[src/dr3_pkg.sv]
// dr3_pkg: shared constants for the read burst engine.
// assumes a 20 MHz core clock standing in for the command clock.
package dr3_pkg;
    // register byte offsets
    localparam logic [7:0] CFG_OFS  = 8'h00;
    localparam logic [7:0] TIM_OFS  = 8'h04;
    localparam logic [7:0] STAT_OFS = 8'h08;
    // field positions
    localparam int BM_LSB   = 0;
    localparam int CL_LSB   = 4;
    localparam int AL_LSB   = 8;
    localparam int RTP_LSB  = 0;
    localparam int RAS_LSB  = 8;
    localparam int RP_LSB   = 16;
    localparam int OPEN_LSB = 0;
    localparam int PRE_LSB  = 8;
    localparam int DRV_BIT  = 16;
    // burst mode codes of the mode field
    typedef enum logic [1:0] {
        BM_BL8 = 2'h0,
        BM_OTF = 2'h1,
        BM_BC4 = 2'h2
    } dr3_bm_t;
    // reset values
    localparam logic [1:0] BM_RST = 2'h0;
    localparam logic [3:0] CL_RST = 4'h5;
    localparam logic [3:0] AL_RST = 4'h0;
    // clock period and analog times in picoseconds
    localparam int CLK_PS   = 50000;
    localparam int T_RTP_PS = 7500;
    localparam int T_RAS_PS = 37500;
    localparam int T_RP_PS  = 13750;
    // least times rounded up to whole cycles
    localparam logic [7:0] RTP_CYC = 8'((T_RTP_PS + CLK_PS - 1) / CLK_PS);
    localparam logic [7:0] RAS_CYC = 8'((T_RAS_PS + CLK_PS - 1) / CLK_PS);
    localparam logic [7:0] RP_CYC  = 8'((T_RP_PS + CLK_PS - 1) / CLK_PS);
    // four clocks from the last prefetch to internal precharge
    localparam logic [7:0] PF_MIN_CYC = 8'h04;
    // last cycle index per burst, two beats a cycle
    localparam logic [1:0] BL8_LAST = 2'h3;
    localparam logic [1:0] BC4_LAST = 2'h1;
    // column width
    localparam int COL_W = 10;
endpackage : dr3_pkg

[src/dr3_sched_if.sv]
// dr3_sched_if: read scheduling between burst engine and latency pipe.
// assumes both ends on the same clock.
`timescale 1ns/1ns
interface dr3_sched_if;
    logic                       push;     // read accepted
    logic [4:0]                 slot;     // read latency minus one
    logic                       bl8;      // eight beats, else four
    logic [dr3_pkg::COL_W-1:0]  col;      // start column
    logic                       head_v;   // burst starts next cycle
    logic                       head_bl8; // its length
    logic [dr3_pkg::COL_W-1:0]  head_col; // its column
    logic                       next_v;   // burst starts in two cycles
    modport pipe (input push, slot, bl8, col,
                  output head_v, head_bl8, head_col, next_v);
    modport eng (output push, slot, bl8, col,
                 input head_v, head_bl8, head_col, next_v);
endinterface : dr3_sched_if

[src/dr3_rd_burst.sv]
// dr3_rd_burst: read burst side of a DDR3 style memory device.
// assumes commands come from controller logic on the same clock,
// two data beats per clock (rise, fall), AHB-Lite register access.
`timescale 1ns/1ns
module dr3_rd_burst #(
    parameter int DQ_W  = 8,
    parameter int BANKS = 8,
    parameter int DEPTH = 32
) (
    input  wire logic                      clk,
    input  wire logic                      rstn,
    // controller commands, one-cycle pulses
    input  wire logic                      cmd_rd,
    input  wire logic                      cmd_act,
    input  wire logic                      cmd_pre,
    input  wire logic [2:0]                cmd_bank,
    input  wire logic [dr3_pkg::COL_W-1:0] cmd_col,
    input  wire logic                      cmd_a10,
    input  wire logic                      cmd_a12,
    // termination control pin
    input  wire logic                      odt_pin,
    // data and strobe pins
    output logic [DQ_W-1:0]                dq_rise_o,
    output logic [DQ_W-1:0]                dq_fall_o,
    output logic                           dq_oe,
    output logic [1:0]                     dqs_t_o,
    output logic [1:0]                     dqs_c_o,
    output logic                           dqs_oe,
    output logic                           rtt_en_o,
    // AHB-Lite slave
    input  wire logic                      hsel,
    input  wire logic [31:0]               haddr,
    input  wire logic [1:0]                htrans,
    input  wire logic                      hwrite,
    input  wire logic [2:0]                hsize,
    input  wire logic [31:0]               hwdata,
    input  wire logic                      hready,
    output logic                           hreadyout,
    output logic [31:0]                    hrdata,
    output logic                           hresp
);
    // output engine states
    typedef enum logic [1:0] {
        ST_IDLE,
        ST_PRE,
        ST_DATA
    } dr3_st_t;

    dr3_st_t           st_reg;    // engine state
    logic [1:0]        cnt_reg;   // data cycles left after this one
    logic [dr3_pkg::COL_W-1:0] col_reg; // current column
    logic [2:0]        beat_reg;  // next beat index
    logic [1:0]        bm_reg;    // burst mode field
    logic [3:0]        cl_reg;    // cas latency
    logic [3:0]        al_reg;    // additive latency
    logic [7:0]        rtp_reg;   // tRTP in cycles
    logic [7:0]        ras_reg;   // tRAS in cycles
    logic [7:0]        rp_reg;    // tRP in cycles
    logic              odt_s1;    // termination pin, first stage
    logic              odt_s2;    // termination pin, synchronised
    logic              wr_pend;   // bus write in data phase
    logic [7:0]        wr_ofs;    // its offset
    logic              req;       // bus transfer accepted
    logic [31:0]       rd_mux;    // read data selection
    logic [BANKS-1:0]  bk_open;   // row open per bank
    logic [BANKS-1:0]  bk_pre;    // precharge running per bank
    logic              rd_bl8;    // this read is eight beats
    logic [1:0]        head_last; // last cycle index of new burst
    logic [DQ_W-1:0]   col_lo;    // column in data width

    dr3_sched_if sif ();

    // latency pipe
    dr3_rd_pipe #(
        .DEPTH (DEPTH)
    ) u_pipe (
        .clk  (clk),
        .rstn (rstn),
        .sif  (sif)
    );

    assign rd_bl8 = (bm_reg == dr3_pkg::BM_BL8) ||
                    ((bm_reg == dr3_pkg::BM_OTF) && cmd_a12);

    assign sif.push = cmd_rd;
    assign sif.slot = 5'({1'b0, al_reg} + {1'b0, cl_reg} - 5'h01);
    assign sif.bl8  = rd_bl8;
    assign sif.col  = cmd_col;

    assign head_last = sif.head_bl8 ? dr3_pkg::BL8_LAST
                                    : dr3_pkg::BC4_LAST;
    assign col_lo    = DQ_W'(col_reg);

    // per bank timers
    genvar g;
    generate
        for (g = 0; g < BANKS; g++)
        begin : g_bank
            dr3_bank_tmr u_tmr (
                .clk      (clk),
                .rstn     (rstn),
                .act      (cmd_act && (cmd_bank == 3'(g))),
                .rd       (cmd_rd && (cmd_bank == 3'(g))),
                .rd_ap    (cmd_a10),
                .pre      (cmd_pre && (cmd_bank == 3'(g))),
                .al       (al_reg),
                .rtp      (rtp_reg),
                .ras      (ras_reg),
                .rp       (rp_reg),
                .open_o   (bk_open[g]),
                .prechg_o (bk_pre[g])
            );
        end
    endgenerate

    // burst engine state
    // a new head cuts short any running burst
    always_ff @(posedge clk)
    begin
        if (!rstn)
        begin
            st_reg   <= ST_IDLE;
            cnt_reg  <= 2'h0;
            col_reg  <= '0;
            beat_reg <= 3'h0;
        end
        else if (sif.head_v)
        begin
            // a new burst starts at once, even before the last beat
            st_reg   <= ST_DATA;
            cnt_reg  <= head_last;
            col_reg  <= sif.head_col;
            beat_reg <= 3'h2;
        end
        else if ((st_reg == ST_DATA) && (cnt_reg != 2'h0))
        begin
            // keep going until the burst is complete
            cnt_reg  <= cnt_reg - 2'h1;
            beat_reg <= beat_reg + 3'h2;
        end
        else if (sif.next_v)
        begin
            st_reg <= ST_PRE;
        end
        else
        begin
            st_reg <= ST_IDLE;
        end
    end

    // data beats, column plus beat index
    always_ff @(posedge clk)
    begin
        if (!rstn)
        begin
            dq_rise_o <= '0;
            dq_fall_o <= '0;
        end
        else if (sif.head_v)
        begin
            dq_rise_o <= DQ_W'(sif.head_col);
            dq_fall_o <= DQ_W'(sif.head_col) + DQ_W'(1);
        end
        else if ((st_reg == ST_DATA) && (cnt_reg != 2'h0))
        begin
            dq_rise_o <= col_lo + DQ_W'(beat_reg);
            dq_fall_o <= col_lo + DQ_W'(beat_reg) + DQ_W'(1);
        end
    end

    assign dq_oe   = (st_reg == ST_DATA);
    assign dqs_oe  = (st_reg != ST_IDLE);
    assign dqs_t_o = {st_reg == ST_DATA, 1'b0};
    assign dqs_c_o = ~dqs_t_o;

    // termination pin synchroniser
    always_ff @(posedge clk)
    begin
        if (!rstn)
        begin
            odt_s1 <= 1'b0;
            odt_s2 <= 1'b0;
        end
        else
        begin
            odt_s1 <= odt_pin;
            odt_s2 <= odt_s1;
        end
    end

    assign rtt_en_o = odt_s2 && !dq_oe;

    // bus: accept address phase
    assign req       = hsel && htrans[1] && hready;
    assign hreadyout = 1'b1;
    assign hresp     = 1'b0;

    // read data selection
    always_comb
    begin
        rd_mux = 32'h0000_0000;
        unique case (haddr[7:0])
            dr3_pkg::CFG_OFS:
            begin
                rd_mux[dr3_pkg::BM_LSB +: 2] = bm_reg;
                rd_mux[dr3_pkg::CL_LSB +: 4] = cl_reg;
                rd_mux[dr3_pkg::AL_LSB +: 4] = al_reg;
            end
            dr3_pkg::TIM_OFS:
            begin
                rd_mux[dr3_pkg::RTP_LSB +: 8] = rtp_reg;
                rd_mux[dr3_pkg::RAS_LSB +: 8] = ras_reg;
                rd_mux[dr3_pkg::RP_LSB +: 8]  = rp_reg;
            end
            dr3_pkg::STAT_OFS:
            begin
                rd_mux[dr3_pkg::OPEN_LSB +: 8] = 8'(bk_open);
                rd_mux[dr3_pkg::PRE_LSB +: 8]  = 8'(bk_pre);
                rd_mux[dr3_pkg::DRV_BIT]       = dqs_oe;
            end
            default:
            begin
                rd_mux = 32'h0000_0000;
            end
        endcase
    end

    // bus: read data and pending write
    always_ff @(posedge clk)
    begin
        if (!rstn)
        begin
            hrdata  <= 32'h0000_0000;
            wr_pend <= 1'b0;
            wr_ofs  <= 8'h00;
        end
        else
        begin
            wr_pend <= req && hwrite;
            if (req)
                wr_ofs <= haddr[7:0];
            if (req && !hwrite)
                hrdata <= rd_mux;
        end
    end

    // bus: configuration writes in the data phase
    always_ff @(posedge clk)
    begin
        if (!rstn)
        begin
            bm_reg  <= dr3_pkg::BM_RST;
            cl_reg  <= dr3_pkg::CL_RST;
            al_reg  <= dr3_pkg::AL_RST;
            rtp_reg <= dr3_pkg::RTP_CYC;
            ras_reg <= dr3_pkg::RAS_CYC;
            rp_reg  <= dr3_pkg::RP_CYC;
        end
        else if (wr_pend && (wr_ofs == dr3_pkg::CFG_OFS))
        begin
            bm_reg <= hwdata[dr3_pkg::BM_LSB +: 2];
            cl_reg <= hwdata[dr3_pkg::CL_LSB +: 4];
            al_reg <= hwdata[dr3_pkg::AL_LSB +: 4];
        end
        else if (wr_pend && (wr_ofs == dr3_pkg::TIM_OFS))
        begin
            rtp_reg <= hwdata[dr3_pkg::RTP_LSB +: 8];
            ras_reg <= hwdata[dr3_pkg::RAS_LSB +: 8];
            rp_reg  <= hwdata[dr3_pkg::RP_LSB +: 8];
        end
    end

    a_rl_start: assert property (@(posedge clk) disable iff (!rstn)
        sif.head_v |=> dq_oe && (dq_rise_o == DQ_W'($past(sif.head_col))))
        else $error("burst did not start at read latency");
    a_pre_first: assert property (@(posedge clk) disable iff (!rstn)
        $rose(dq_oe) |-> $past(dqs_oe) && ($past(dqs_t_o) == 2'b00))
        else $error("missing read preamble");
    a_dqs_data: assert property (@(posedge clk) disable iff (!rstn)
        dq_oe |-> dqs_oe && (dqs_t_o == 2'b10) && (dqs_c_o == 2'b01))
        else $error("strobe not toggling with data");
    a_pre_data: assert property (@(posedge clk) disable iff (!rstn)
        (dqs_oe && !dq_oe) |=> dq_oe)
        else $error("preamble not followed by data");
    a_bc4_len: assert property (@(posedge clk) disable iff (!rstn)
        $rose(dq_oe) |-> dq_oe [*2])
        else $error("burst truncated");
    a_release: assert property (@(posedge clk) disable iff (!rstn)
        (dq_oe && (cnt_reg == 2'h0) && !sif.head_v && !sif.next_v)
        |=> !dqs_oe && !dq_oe)
        else $error("outputs not released after burst");
    a_term_off: assert property (@(posedge clk) disable iff (!rstn)
        dq_oe |-> !rtt_en_o)
        else $error("termination on while driving");
    a_chop_len: assert property (@(posedge clk) disable iff (!rstn)
        (cmd_rd && (bm_reg == dr3_pkg::BM_BC4)) |-> !rd_bl8)
        else $error("chop mode gave eight beats");
endmodule : dr3_rd_burst

[src/dr3_rd_pipe.sv]
// dr3_rd_pipe: shift line that delays each read by its latency.
// assumes the slot never exceeds DEPTH-1.
`timescale 1ns/1ns
module dr3_rd_pipe #(
    parameter int DEPTH = 32
) (
    input  wire logic  clk,
    input  wire logic  rstn,
    dr3_sched_if.pipe  sif
);
    logic [DEPTH-1:0]          v_reg;  // slot occupied
    logic [DEPTH-1:0]          b_reg;  // slot length
    logic [dr3_pkg::COL_W-1:0] c_reg [DEPTH]; // slot column

    // shift toward the head, then insert the new read
    always_ff @(posedge clk)
    begin
        if (!rstn)
        begin
            v_reg <= '0;
            b_reg <= '0;
        end
        else
        begin
            v_reg <= {1'b0, v_reg[DEPTH-1:1]};
            b_reg <= {1'b0, b_reg[DEPTH-1:1]};
            if (sif.push)
            begin
                v_reg[sif.slot] <= 1'b1;
                b_reg[sif.slot] <= sif.bl8;
            end
        end
    end

    // columns carry no reset
    always_ff @(posedge clk)
    begin
        for (int i = 0; i < DEPTH - 1; i++)
            c_reg[i] <= c_reg[i+1];
        c_reg[DEPTH-1] <= '0;
        if (sif.push)
            c_reg[sif.slot] <= sif.col;
    end

    assign sif.head_v   = v_reg[0];
    assign sif.head_bl8 = b_reg[0];
    assign sif.head_col = c_reg[0];
    assign sif.next_v   = v_reg[1];
endmodule : dr3_rd_pipe

[src/dr3_bank_tmr.sv]
// dr3_bank_tmr: one bank's open state and precharge timers.
// assumes commands arrive as one-cycle pulses on the core clock.
`timescale 1ns/1ns
module dr3_bank_tmr (
    input  wire logic       clk,
    input  wire logic       rstn,
    input  wire logic       act,
    input  wire logic       rd,
    input  wire logic       rd_ap,
    input  wire logic       pre,
    input  wire logic [3:0] al,
    input  wire logic [7:0] rtp,
    input  wire logic [7:0] ras,
    input  wire logic [7:0] rp,
    output logic            open_o,
    output logic            prechg_o
);
    logic [7:0] ras_reg;  // cycles until row active time met
    logic [7:0] rtp_reg;  // cycles until read to precharge met
    logic [7:0] rp_reg;   // cycles of precharge left
    logic       ap_reg;   // auto precharge waiting
    logic [7:0] rtp_eff;  // larger of analog time and four clocks
    logic       fire;     // internal precharge starts

    assign rtp_eff = (rtp > dr3_pkg::PF_MIN_CYC) ? rtp
                                                 : dr3_pkg::PF_MIN_CYC;
    assign fire = ap_reg && (rtp_reg == 8'h00) && (ras_reg == 8'h00);

    // row active lockout counter
    always_ff @(posedge clk)
    begin
        if (!rstn)
            ras_reg <= 8'h00;
        else if (act)
            ras_reg <= ras;
        else if (ras_reg != 8'h00)
            ras_reg <= ras_reg - 8'h01;
    end

    always_ff @(posedge clk)
    begin
        if (!rstn)
            rtp_reg <= 8'h00;
        else if (rd)
            rtp_reg <= 8'(rtp_eff + {4'h0, al} - 8'h01);
        else if (rtp_reg != 8'h00)
            rtp_reg <= rtp_reg - 8'h01;
    end

    always_ff @(posedge clk)
    begin
        if (!rstn)
            ap_reg <= 1'b0;
        else if (rd)
            ap_reg <= rd_ap;
        else if (fire)
            ap_reg <= 1'b0;
    end

    always_ff @(posedge clk)
    begin
        if (!rstn)
            rp_reg <= 8'h00;
        else if (pre || fire)
            rp_reg <= rp;
        else if (rp_reg != 8'h00)
            rp_reg <= rp_reg - 8'h01;
    end

    // open row tracking
    always_ff @(posedge clk)
    begin
        if (!rstn)
            open_o <= 1'b0;
        else if (act)
            open_o <= 1'b1;
        else if (pre || fire)
            open_o <= 1'b0;
    end

    assign prechg_o = (rp_reg != 8'h00);

    a_ap_gate: assert property (@(posedge clk) disable iff (!rstn)
        (ap_reg && open_o && !pre && !act &&
         ((rtp_reg != 8'h00) || (ras_reg != 8'h00))) |=> open_o)
        else $error("auto precharge started before limits met");
    a_rp_restart: assert property (
        @(posedge clk) disable iff (!rstn)
        (pre && !act) |=> (rp_reg == $past(rp)) && !open_o)
        else $error("precharge period not restarted");
endmodule : dr3_bank_tmr

[config.mk]
export PLATFORM = sky130hd
export DESIGN_NAME = dr3_rd_burst
export DESIGN_NICKNAME = d
export VERILOG_FILES = /design/src/dr3_pkg.sv /design/src/dr3_sched_if.sv /design/src/dr3_rd_burst.sv /design/src/dr3_rd_pipe.sv /design/src/dr3_bank_tmr.sv
export SDC_FILE = /design/constraint.sdc
export NUM_CORES = 1
export LEC_CHECK = 0
export CAP_MARGIN = 20
export CORE_ASPECT_RATIO = 1.5
export CORE_MARGIN = 3
export CORE_UTILIZATION = 42
export DETAILED_ROUTE_END_ITERATION = 12
export DONT_BUFFER_PORTS = 1
export PLACE_DENSITY = 0.58
export SYNTH_ARGS = -nofsm -noshare
export SYNTH_HDL_FRONTEND = slang
export SYNTH_SLANG_ARGS = --single-unit
[constraint.sdc]
create_clock -name clk -period 5.21 [get_ports clk]
set_clock_uncertainty 0.15 [all_clocks]
set_input_delay 0.2605 -clock clk [delete_from_list [all_inputs] [get_ports clk]]
set_output_delay 0.2605 -clock clk [all_outputs]
set_load 0.005 [all_outputs]
* Word-level counts from Yosys, hierarchy flattened
Memory sizes are Yosys's and may differ from the RTL's. Index checks and enable logic that the tools add are counted.
Word-level totals: logic and storage cells 373, bits in registers 372, memories kept 1, memory bits (writable) 320
Memories:
- u_pipe.c_reg | depth 32, bits a word 10, read ports 32, clocked after memory_dff 0, write ports 33, line dr3_rd_pipe.sv:13 | logic [dr3_pkg::COL_W-1:0] c_reg [DEPTH];
Operators by class: eq/ne operators 13, bitwise logic cells 4, $lt $le $gt $ge 3, multiplexer cells 105, add/subtract/negate cells 33, reductions and logical operators 151
Operators by type and width (count):
- $mux W8 | 53
- $sub A8 B1 Y8 const B | 25
- $reduce_bool A8 Y1 | 24
- $logic_not A8 Y1 | 18
- $reduce_bool A2 Y1 | 43
- $mux W31 | 2
- $logic_and A1 B1 Y1 | 50
- $mux W1 | 36
- $bwmux W32 | 1
- $or A31 B32 Y32 | 1
- $pmux W8 S3 | 1
- $add A8 B1 Y8 const B | 2
- $eq A8 B3 Y1 const B | 2
- $mux W2 | 7
- $eq A3 B3 Y1 const B | 4
- $pmux W5 S2 | 1
- $logic_or A1 B1 Y1 | 9
- $add A8 B3 Y8 | 1
- $add A8 B4 Y8 | 1
- $eq A8 B4 Y1 const B | 1
- $gt A8 B3 Y1 const B | 1
- $mux W7 | 1
- $eq A3 B2 Y1 const B | 2
- $lt A5 B6 Y1 const B | 1
- other kinds (19) | 22

* Logic depth before layout (Yosys ltp)
Gate-level depths: netlist (run 1).
depth after elaboration 8, gate-level depth with buffers 12, gate-level depth less buffers 12

* Hierarchy
A second synthesis (run 1) with hierarchy kept.
Unflattened totals: cell total of the unflattened synthesis 3441, area total of the unflattened synthesis 32404.8 um^2
Modules (own cells, without submodules):
- dr3_bank_tmr at g_bank[1].u_tmr ... | instances 7, sequential area each 520.5 um^2, cells an instance 243, area an instance 1896.8 um^2
- dr3_rd_pipe | instances 1, sequential area each 7687.4 um^2, cells an instance 945, area an instance 12731.0 um^2
- dr3_rd_burst | instances 1, sequential area each 1981.9 um^2, cells an instance 558, area an instance 4513.1 um^2
- dr3_bank_tmr at g_bank[0].u_tmr | instances 1, sequential area each 520.5 um^2, cells an instance 237, area an instance 1883.1 um^2

* Worst setup path after synthesis (run 1)
No wires, ideal clock.
path type reg2reg, start point register al_reg[1], end point memory u_pipe.c_reg[12][0] (netlist bit), arrival 2690 ps, path slack 2249 ps, library setup time 121 ps, path buffers 0, cell stages (with the launch flop) 10, path through dfxtp_1 inv_1 ha_1 inv_1 ha_1 fa_1 xor2_1 nand2_1 nor3_2 mux2_2
RTL lines:
- start, declared | line dr3_rd_burst.sv:55 | logic [3:0] al_reg;
- start signal, assigned | line dr3_rd_burst.sv:254 | al_reg <= dr3_pkg::AL_RST;
- start signal, assigned | line dr3_rd_burst.sv:263 | al_reg <= hwdata[dr3_pkg::AL_LSB +: 4];
- end, declared | line dr3_rd_pipe.sv:13

==> flow_metrics.env, run 1 <==
export IMPL_status="complete, no violations"
export IMPL_gp_congestion=0.8416
export IMPL_final_fill_count=5780
export IMPL_yosys_area_top_type_share_pct=47.17
export IMPL_core_sq_um=62500
export IMPL_powerDensity_nw_per_um2=493.4
export IMPL_wl_mm=67.58
export IMPL_initial_utilization_pct=42.57
export IMPL_cp_start_kind="register"
export IMPL_synth_area_sq_um=26610
export IMPL_worstPathRequired_ps=5650
export IMPL_drc_errors=0
export IMPL_synth_top_area_cell="dfxtp_1"
export IMPL_numCtsBuffers=60
export IMPL_grt_overflow_total=0
export IMPL_die_x_microns=211.5
export IMPL_io_pin_count=150
export IMPL_grt_pass1_wl_mm=106.4
export IMPL_async_flop_share_pct=0
export IMPL_maxCapViolations=0
export IMPL_netlist_instances=2818
export IMPL_die_h_microns=314.3
export IMPL_cts_resized=0
export IMPL_syn_area_per_cell_sq_um=9.443
export IMPL_r2r_start="al_reg[1]"
export IMPL_reg2reg_slack_ps=1450
export IMPL_clock_latency_ps=650
export IMPL_end_kind="register"
export IMPL_crit_end="u_pipe.c_reg[31][2]"
export IMPL_htree_num_levels=2
export IMPL_min_period_over_period_pct=72.09
export IMPL_cts_max_path_buffers=3
export IMPL_areaGrowthSynthToFinish_pct=13.08
export IMPL_post_cts_setup_buffer_count=0
export IMPL_path_clk_slew_ps=60
export IMPL_tightest_slew_ps=1142
export IMPL_ys_seq_area_share_pct=47.17
export IMPL_final_nets=2979
export IMPL_worstSetupPathType="reg -> reg"
export IMPL_drive_gt1_share_pct=14.86
export IMPL_crit_start="al_reg[1]"
export IMPL_grtUsageTotal_pct=19.88
export IMPL_drv_slew=0
export IMPL_synth_edf_count=0
export IMPL_vdd_ir_drop_max_uv=336.9
export IMPL_rsz0062_at_grt="no"
export IMPL_first_global_vias=19690
export IMPL_clock_sinks=627
export IMPL_root_buffer="clkbuf_16"
export IMPL_relSlewSlack_pct=23.43
export IMPL_final_cell_area_sq_um=30090
export IMPL_place_area_sq_um=27080
export IMPL_fp_dieArea_sq_um=66470
export IMPL_p_leak_nw=12.09
export IMPL_grt_max_degree=122
export IMPL_drt_iter0_markers=1052
export IMPL_timing_final_hold_violations=0
export IMPL_vias=20060
export IMPL_rr_worst_depth=10
export IMPL_setup_viol=0
export IMPL_tns_ps=0
export IMPL_cp_arrival_ps=4200
export IMPL_largest_reg_flops=256
export IMPL_hp_class="in -> reg"
export IMPL_port_buffers=0
export IMPL_ant_nets=0
export IMPL_synthTopCellsByArea="dfxtp_1 (47%), mux2_2 (11%), nand2_1 (4.7%)"
export IMPL_rr_endpoint="u_pipe.c_reg[31][2]"
export IMPL_post_dp_hpwl_mm=43.92
export IMPL_synth_distinct_cells=78
export IMPL_dr_pass1_iters=6
export IMPL_ys_seq_elements=627
export IMPL_cts_tree="done"
export IMPL_ys_flop_type="dfxtp_1"
export IMPL_timing_fmax_ghz=0.2663
export IMPL_antenna_found_initial=11
export IMPL_std_cell_rows=112
export IMPL_cp_max_fo=10
export IMPL_routed_via_density=5.426
export IMPL_wl_per_cell_microns=18.28
export IMPL_ys_warn_count=0
export IMPL_finalCriticalPeriod_ps=3756
-- Yosys cell counts (14+ instances only) --
library cell,number
nor3_1,68
nor2b_1,25
a21oi_1,207
mux2_2,263
clkbuf_1,128
inv_1,106
mux2i_1,66
xor2_1,39
nand4b_1,15
a22oi_1,23
o21ai_0,40
or4_1,20
o211ai_1,47
o31ai_1,15
ha_1,46
and2_1,22
a211oi_1,50
nor4_1,21
nand3_1,103
nand2_1,336
xnor2_1,57
o211a_1,19
o21a_1,19
nor2_1,214
buf_4,15
dfxtp_1,627
nand2b_1,54
nor3b_1,14
-- kinds of logic (layout without fill, tap and decap cells) --
logic type | after synthesis | count (layout) | synth area share [%]
buffers and inverters | 266 | 324 | 4.067
adder cells (fa/ha/maj) | 49 | 49 | 2.389
AO/OA/AOI/OAI | 476 | 476 | 11.61
XOR/XNOR | 98 | 98 | 3.282
flip-flops | 627 | 627 | 47.17
multiplexers | 329 | 329 | 13.61
other | 2 | 25 | 0.02822
AND/OR/NAND/NOR | 971 | 971 | 17.84
-- power breakdown --
group | switching (mW) | internal (mW) | leakage [nW]
clock | 1.91 | 2.38 | 0.967
sequential | 0.601 | 5.50 | 5.11
combinational | 2.37 | 2.08 | 6.02
total | 4.89 | 9.96 | 12.1
-- worst max-delay path, stage by stage, from the launching register on --
cell	delay, ps
dfxtp_1	360
inv_1	100
ha_1	280
inv_1	40
ha_1	220
fa_1	420
xor2_1	220
nand2_1	330
nor3_1	790
and2_1	230
dlygate4sd3_1	550
-- worst min path at each step --
stage / slack [ps] / start / to / cells past startpoint
after CTS: 4 / cmd_bank[0] / g_bank[0].u_tmr.rtp_reg[5] / 3
after global routing: 50 / cmd_rd / u_pipe.v_reg[10] / 3
final: 20 / cmd_rd / g_bank[7].u_tmr.rtp_reg[5] / 2
after global placement: 240 / cmd_col[6] / u_pipe.c_reg[31][6] / 1
after floorplan: 230 / hwdata[0] / rtp_reg[0] / 2
after detailed placement: 240 / cmd_col[6] / u_pipe.c_reg[31][6] / 1
-- cells in the final DEF, fill, tap and decap left out, drive strengths merged, types with 48 or more instances in the layout --
| master | netlist | final |
|---|---|---|
| dfxtp | 627 | 627 |
| nand2 | 336 | 336 |
| mux2 | 263 | 263 |
| nor2 | 214 | 214 |
| a21oi | 208 | 208 |
| nand3 | 111 | 111 |
| inv | 106 | 107 |
| clkbuf | 129 | 92 |
| dlygate4sd3 | 0 | 87 |
| nor3 | 83 | 83 |
| mux2i | 66 | 66 |
| xnor2 | 58 | 58 |
| nand2b | 54 | 54 |
| a211oi | 52 | 52 |
| o211ai | 48 | 48 |
-- routing by layer --
layer / track usage, % / wire [microns] / vias to the layer above
li1: - / - / 9860
met1: 22.95 / 27140 / 9612
met2: 35.93 / 34520 / 438
met3: 3.818 / 3433 / 142
met4: 7.906 / 2431 / 8
met5: 0 / 52 / -
-- metrics by stage --
step | hold slack [ps] | worst slack, ps | total power [mW] | instances | utilization (%)
4_1_cts | 3.867 | 1420 | 14.94 | 3680 | 48.00
3_5_place_dp | 238.9 | 1655 | 10.49 | 3478 | 43.33
6_report | 24.13 | 1454 | 14.85 | 3697 | 48.14
3_3_place_gp | 236.6 | 1658 | 10.29 | 3477 | 43.31
2_1_floorplan | 234.7 | 2249 | 9.718 | 2828 | -
5_1_grt | 46.93 | 1197 | 15.82 | 3688 | 48.11
-- timing repair --
| action | 4_1_cts | 5_1_grt |
|---|---|---|
| endpoints found under the hold margin | 513 | 0 |
| setup endpoints to repair | 0 | 0 |
| hold buffers | 91 | 0 |
-- final cells by class --
cell class | count | area [sq um] | area share (%)
timing repair buffer | 107 | 1105 | 3.672
antenna | 13 | 32.53 | 0.1081
sequential | 627 | 12550 | 41.71
clock buffer | 92 | 1792 | 5.955
multi-input combinational | 1935 | 13030 | 43.31
tap | 798 | 998.5 | 3.318
inverter | 106 | 405.4 | 1.347
clock inverter | 19 | 172.7 | 0.5738
No activity file was read; power rests on OpenSTA's default activity.
==> inputs of run 2 (changes only) <==
--- a/config.mk
+++ b/config.mk
@@ -5,13 +5,14 @@
 export SDC_FILE = /design/constraint.sdc
 export NUM_CORES = 1
 export LEC_CHECK = 0
+export ABC_AREA = 1
 export CAP_MARGIN = 20
 export CORE_ASPECT_RATIO = 1.5
 export CORE_MARGIN = 3
 export CORE_UTILIZATION = 42
 export DETAILED_ROUTE_END_ITERATION = 12
 export DONT_BUFFER_PORTS = 1
-export PLACE_DENSITY = 0.58
+export PLACE_DENSITY = 0.61
 export SYNTH_ARGS = -nofsm -noshare
 export SYNTH_HDL_FRONTEND = slang
 export SYNTH_SLANG_ARGS = --single-unit
==> constraint.sdc (replaced) <==
create_clock -name clk -period 3.01 [get_ports clk]
set_clock_uncertainty 0.15 [all_clocks]
set_input_delay 0.1505 -clock clk [delete_from_list [all_inputs] [get_ports clk]]
set_output_delay 0.1505 -clock clk [all_outputs]
set_load 0.005 [all_outputs]
==> flow_metrics.env, run 2 <==
export IMPL_relSlewSlack_pct=41.41
export IMPL_setup_viol=0
export IMPL_synth_distinct_cells=46
export IMPL_synth_edf_count=0
export IMPL_vias=21700
export IMPL_min_from="rstn"
export IMPL_synth_area_sq_um=26220
export IMPL_path_clk_slew_ps=60
export IMPL_yosys_area_top_type_share_pct=47.87
export IMPL_synth_top_family_by_area="simple AND/OR/NAND/NOR gates"
export IMPL_worstPathRequired_ps=3330
export IMPL_timing_final_hold_violations=0
export IMPL_timing_fmax_ghz=0.3460
export IMPL_numCtsBuffers=60
export IMPL_dr_pass1_iters=6
export IMPL_drc_errors=0
export IMPL_cts_tree="done"
export IMPL_initial_utilization_pct=42.62
export IMPL_drv_slew=0
export IMPL_top_usage_layer="met2"
export IMPL_rr_worst_depth=10
export IMPL_vdd_ir_drop_max_uv=678.5
export IMPL_die_h_microns=312.0
export IMPL_wl_mm=66.72
export IMPL_synth_simple_area_share_pct=21.37
export IMPL_drive_gt1_share_pct=6.738
export IMPL_routed_via_density=5.087
export IMPL_largest_reg_flops=256
export IMPL_netlist_instances=3375
export IMPL_end_kind="register"
export IMPL_grtUsageTotal_pct=19.95
export IMPL_io_pin_count=150
export IMPL_tightest_slew_ps=877.9
export IMPL_ys_warn_count=0
export IMPL_synthTopCellsByArea="dfxtp_1 (48%), nand2_1 (11%), o21ai_0 (7.6%)"
export IMPL_finalCriticalPeriod_ps=2890
export IMPL_post_route_util_pct=48.52
export IMPL_final_fill_count=6103
export IMPL_critical_path_max_stage_delay_ps=410
export IMPL_path_cells="inv_1 > ha_1 > inv_1 > ha_1 > a21oi_2 > nand2_2 > xnor2_4 > buf_4 > nand4_2 > o21ai_0"
export IMPL_gp_congestion=0.8850
export IMPL_cp_arrival_ps=3210
export IMPL_grt_max_degree=140
export IMPL_whs_endpoint="odt_s1"
export IMPL_gr_usage_met1_pct=23.06
export IMPL_port_buffers=0
export IMPL_regArea_sq_um=12550
export IMPL_grt_pass1_wl_mm=107.1
export IMPL_place_inst=4084
export IMPL_grt_use_met3_pct=2.852
export IMPL_ys_seq_area_share_pct=47.87
export IMPL_hold_depth=3
export IMPL_synth_compound_area_share_pct=16.26
export IMPL_cp_max_fo=8
export IMPL_synth_xor_area_share_pct=3.880
export IMPL_maxCapViolations=0
export IMPL_reg2reg_slack_ps=120
export IMPL_met2_usage_pct=37.13
export IMPL_worstSetupPathType="reg -> reg"
export IMPL_synth_top_area_cell="dfxtp_1"
export IMPL_grt_overflow_total=0
export IMPL_cp_start_kind="register"
export IMPL_slowest_stage="o21ai_0"
export IMPL_synth_most_common_cell="nand2_1"
export IMPL_synth_adder_area_share_pct=2.424
export IMPL_fp_dieArea_sq_um=65530
export IMPL_r2r_start="al_reg[3]"
export IMPL_die_x_microns=210.0
export IMPL_synthMuxAreaShare_pct=0
export IMPL_layout_common_cells="nand2_1 (754), dfxtp_1 (627), o21ai_0 (395)"
export IMPL_instances_no_fill=4266
export IMPL_first_global_vias=20540
export IMPL_multiInputGateArea_sq_um=11600
export IMPL_final_nets=3569
export IMPL_std_cell_rows=111
export IMPL_cts_max_path_buffers=3
export IMPL_wl_per_cell_microns=15.64
export IMPL_async_flop_share_pct=0
export IMPL_core_sq_um=61530
export IMPL_status="complete, no violations"
export IMPL_powerDensity_nw_per_um2=853.2
export IMPL_antenna_found_initial=2
export IMPL_post_dp_hpwl_mm=45.38
export IMPL_drt_iter0_markers=1334
export IMPL_rsz0062_at_grt="yes"
export IMPL_root_buffer="clkbuf_16"
export IMPL_ant_nets=0
export IMPL_clock_sinks=627
export IMPL_ys_flop_type="dfxtp_1"
export IMPL_hp_class="in -> reg"
export IMPL_min_period_over_period_pct=96.01
export IMPL_rr_endpoint="u_pipe.c_reg[8][6]"
export IMPL_p_leak_nw=12.02
export IMPL_synthTopCellsByCount="nand2_1 (754), dfxtp_1 (627), o21ai_0 (396), inv_1 (341), a21oi_1 (281)"
export IMPL_layout_commonest_cell="nand2_1"
export IMPL_htree_num_levels=2
export IMPL_ys_seq_elements=627
export IMPL_syn_area_per_cell_sq_um=7.769
export IMPL_clock_latency_ps=630
export IMPL_areaGrowthSynthToFinish_pct=13.86
run 2: how the worst max path moves through the flow:
stage                                endpoint       from  slack, ps
after floorplan           u_pipe.c_reg[16][0]  al_reg[1]        100
final                      u_pipe.c_reg[8][6]  al_reg[3]        120
after global routing          u_pipe.b_reg[8]  al_reg[1]        -40
after detailed placement     u_pipe.b_reg[12]  al_reg[3]         90
after CTS                    u_pipe.b_reg[12]  al_reg[3]         60
after global placement       u_pipe.b_reg[12]  al_reg[1]        130
run 2: metal layers:
metal  share of wire, %  routed length (microns)
met2                 52                    34410
met5                  0                        0
met1                 41                    27160
met3                4.0                     2678
met4                3.7                     2474
run 2: logic make-up (layout without fill, tap and decap cells):
group                      Yosys count  after routing
buffers and inverters              518            606
adders and majority gates           49             49
other                                2             14
xor gates and xnor gates           111            111
AOI/OAI and AO/OA                  805            805
DFF                                627            627
and+or+nand+nor                   1263           1263
run 2: metrics by stage:
stage	setup slack, ps	hold WS [ps]	setup TNS, ps	power (mW)	instance area (sq um)
finish	120.1	70.91	0	25.47	29850
global placement	128.6	104.8	0	17.83	27080
floorplan	102.7	98.13	0	16.46	26260
global route	-37.23	48.49	-91.34	27.31	29850
CTS	55.30	0.4589	0	25.68	29750
detailed placement	93.01	113.7	0	17.94	27080
run 2: final cells by class:
class                           instances  share of cell area, %
Sequential cell                       627                  42.04
Clock buffer                           94                  6.203
Multi-Input combinational cell       2240                  38.85
Inverter                              348                  4.392
Clock inverter                         14                 0.4400
Antenna cell                            2                0.01676
Tap cell                              791                  3.315
Timing Repair Buffer                  150                  4.744
run 2: power by group:
| group | leakage, nW | internal [mW] | total [mW] | switching [mW] |
|---|---|---|---|---|
| Clock | 0.988 | 4.37 | 7.55 | 3.18 |
| Combinational | 5.93 | 3.05 | 7.58 | 4.53 |
| Sequential | 5.11 | 9.55 | 10.3 | 0.796 |
run 2: what timing repair did:
action	CTS	global route
gates resized for setup	0	6
endpoints found under the setup margin	0	63
setup buffers	0	3
endpoints found under the hold margin	401	13
hold buffers	67	1
run 2: worst max-delay path: cells and delay by family (launching register included):
family | cells | cell delay [ps]
XOR/XNOR | 1 | 260
buffers and inverters | 3 | 420
adder cells (fa/ha/maj) | 2 | 660
AND/OR/NAND/NOR | 2 | 290
flip-flops | 1 | 360
AO/OA/AOI/OAI | 2 | 600
==> inputs of run 3 (changes only) <==
--- a/config.mk
+++ b/config.mk
@@ -9,10 +9,10 @@
 export CAP_MARGIN = 20
 export CORE_ASPECT_RATIO = 1.5
 export CORE_MARGIN = 3
-export CORE_UTILIZATION = 42
+export CORE_UTILIZATION = 57
 export DETAILED_ROUTE_END_ITERATION = 12
 export DONT_BUFFER_PORTS = 1
-export PLACE_DENSITY = 0.61
+export PLACE_DENSITY = 0.77
 export SYNTH_ARGS = -nofsm -noshare
 export SYNTH_HDL_FRONTEND = slang
 export SYNTH_SLANG_ARGS = --single-unit
==> flow_metrics.env, run 3 (synthesis results as in run 2) <==
export IMPL_tns_ps=0
export IMPL_std_cell_rows=95
export IMPL_rsz0062_at_grt="yes"
export IMPL_final_fill_count=3696
export IMPL_slowest_stage="ha_1"
export IMPL_dr_wl_met2_mm=33.94
export IMPL_vdd_ir_drop_max_uv=659.3
export IMPL_worstPathRequired_ps=3330
export IMPL_net_switching_power_mw=8.640
export IMPL_die_x_microns=181.1
export IMPL_powerDensity_nw_per_um2=861.1
export IMPL_multiInputGateArea_sq_um=11610
export IMPL_clock_sinks=627
export IMPL_path_clk_slew_ps=70
export IMPL_die_h_microns=268.7
export IMPL_maxCapViolations=0
export IMPL_io_pin_count=150
export IMPL_instances_no_fill=4036
export IMPL_setup_viol=0
export IMPL_cts_tree="done"
export IMPL_timing_fmax_ghz=0.3495
export IMPL_place_area_sq_um=26680
export IMPL_wl_per_cell_microns=16.63
export IMPL_worst_path_buf_inv=3
export IMPL_final_cell_area_sq_um=29300
export IMPL_largest_reg_flops=256
export IMPL_numCtsBuffers=56
export IMPL_first_global_vias=22610
export IMPL_critical_path_max_stage_delay_ps=390
export IMPL_cp_start_kind="register"
export IMPL_antenna_found_initial=4
export IMPL_clock_latency_ps=610
export IMPL_areaGrowthSynthToFinish_pct=11.76
export IMPL_status="complete, no violations"
export IMPL_fp_dieArea_sq_um=48660
export IMPL_seqPwrFrac_pct=41.1
export IMPL_drv_slew=0
export IMPL_cts_max_path_buffers=3
export IMPL_relSlewSlack_pct=33.05
export IMPL_regArea_sq_um=12550
export IMPL_wl_met1_mm=25.49
export IMPL_drc_errors=0
export IMPL_post_dp_hpwl_mm=44.92
export IMPL_grt_max_degree=143
export IMPL_drive_gt1_share_pct=6.118
export IMPL_final_nets=3550
export IMPL_ant_nets=0
export IMPL_layout_common_cells="nand2_1 (754), dfxtp_1 (627), o21ai_0 (393)"
export IMPL_routed_via_density=5.607
export IMPL_min_period_over_period_pct=95.05
export IMPL_swShare_pct=34.24
export IMPL_vias=22630
export IMPL_wl_met3_mm=3.198
export IMPL_hp_class="in -> reg"
export IMPL_cp_arrival_ps=3180
export IMPL_routed_top_layer="met4"
export IMPL_dr_pass1_iters=6
export IMPL_cp_max_fo=19
export IMPL_tightest_slew_ps=1003
export IMPL_initial_utilization_pct=58.05
export IMPL_htree_num_levels=2
export IMPL_core_sq_um=45170
export IMPL_grtUsageTotal_pct=27.00
export IMPL_p_leak_nw=11.83
export IMPL_layout_commonest_cell="nand2_1"
export IMPL_grt_overflow_total=0
export IMPL_drt_iter0_markers=1749
export IMPL_crit_family="adder cells"
export IMPL_wl_mm=67.13
export IMPL_path_cells="inv_1 > ha_1 > inv_1 > ha_1 > a21oi_2 > nand2_2 > xnor2_4 > buf_6 > nand4_4 > o21ai_0 > a21oi_1"
export IMPL_hold_slack_ps=29.89
export IMPL_gp_congestion=0.9254
export IMPL_grt_pass1_wl_mm=109.5
export IMPL_pwr_share_comb_pct=30.7
export IMPL_worstSetupPathType="reg -> reg"
export IMPL_finalCriticalPeriod_ps=2861
export IMPL_port_buffers=0
export IMPL_end_kind="register"
export IMPL_p_int_mw=16.59
export IMPL_place_inst=3861
export IMPL_timing_final_hold_violations=0
export IMPL_root_buffer="clkbuf_16"
export IMPL_clock_power_share_pct=28.2
## run 3: through the flow
stage | total power, mW | worst slack (ps) | utilization [%]
2_1_floorplan | 16.46 | 102.7 | -
6_report | 25.23 | 148.8 | 64.88
5_1_grt | 26.91 | -18.10 | 64.87
4_1_cts | 25.19 | 11.49 | 64.50
3_5_place_dp | 18.01 | 57.38 | 59.06
3_3_place_gp | 17.51 | 126.5 | 59.06
## run 3: power by group through the flow
stage	registers, mW	logic, mW	clock network [mW]
floorplan	10.3	6.15	0
CTS	10.3	7.66	7.18
detailed placement	10.5	7.49	0
global route	10.5	8.91	7.50
global placement	10.5	7.06	0
finish	10.4	7.75	7.10
## run 3: area by class of cell
type | instances | share of cell area, %
Antenna cell | 5 | 0.04270
Sequential cell | 627 | 42.84
Clock buffer | 85 | 5.598
Timing Repair Buffer | 134 | 4.321
Multi-Input combinational cell | 2241 | 39.64
Tap cell | 582 | 2.485
Inverter | 348 | 4.475
Clock inverter | 14 | 0.6063
## run 3: repair_timing
item,CTS,global route
hold buffers,62,1
setup endpoints to repair,0,127
hold endpoints to repair,394,14
gates resized for setup,0,12
setup buffers,0,6
## run 3: layer usage
metal | up-vias | global-route usage (%)
li1 | 11050 | -
met1 | 10630 | 29.60
met2 | 700 | 49.81
met3 | 250 | 3.050
met4 | 0 | 16.69
met5 | - | 0
## run 3: worst reg2reg max path: stages (launching register included)
cell and delay [ps]:
dfxtp_1 370, inv_1 90, ha_1 280, inv_1 40
ha_1 390, a21oi_2 180, nand2_2 120, xnor2_4 290
buf_6 240, nand4_4 270, o21ai_0 260, a21oi_1 60
## run 3: final timing paths
path                      start                        end  slack, ps  cells after the start
max                   al_reg[3]           u_pipe.b_reg[15]        150                     11
min                     cmd_pre  g_bank[4].u_tmr.rp_reg[6]         30                      3
max reg2reg           al_reg[3]           u_pipe.b_reg[15]        150                     11
min reg2reg  u_pipe.c_reg[4][2]         u_pipe.c_reg[3][2]        280                      2
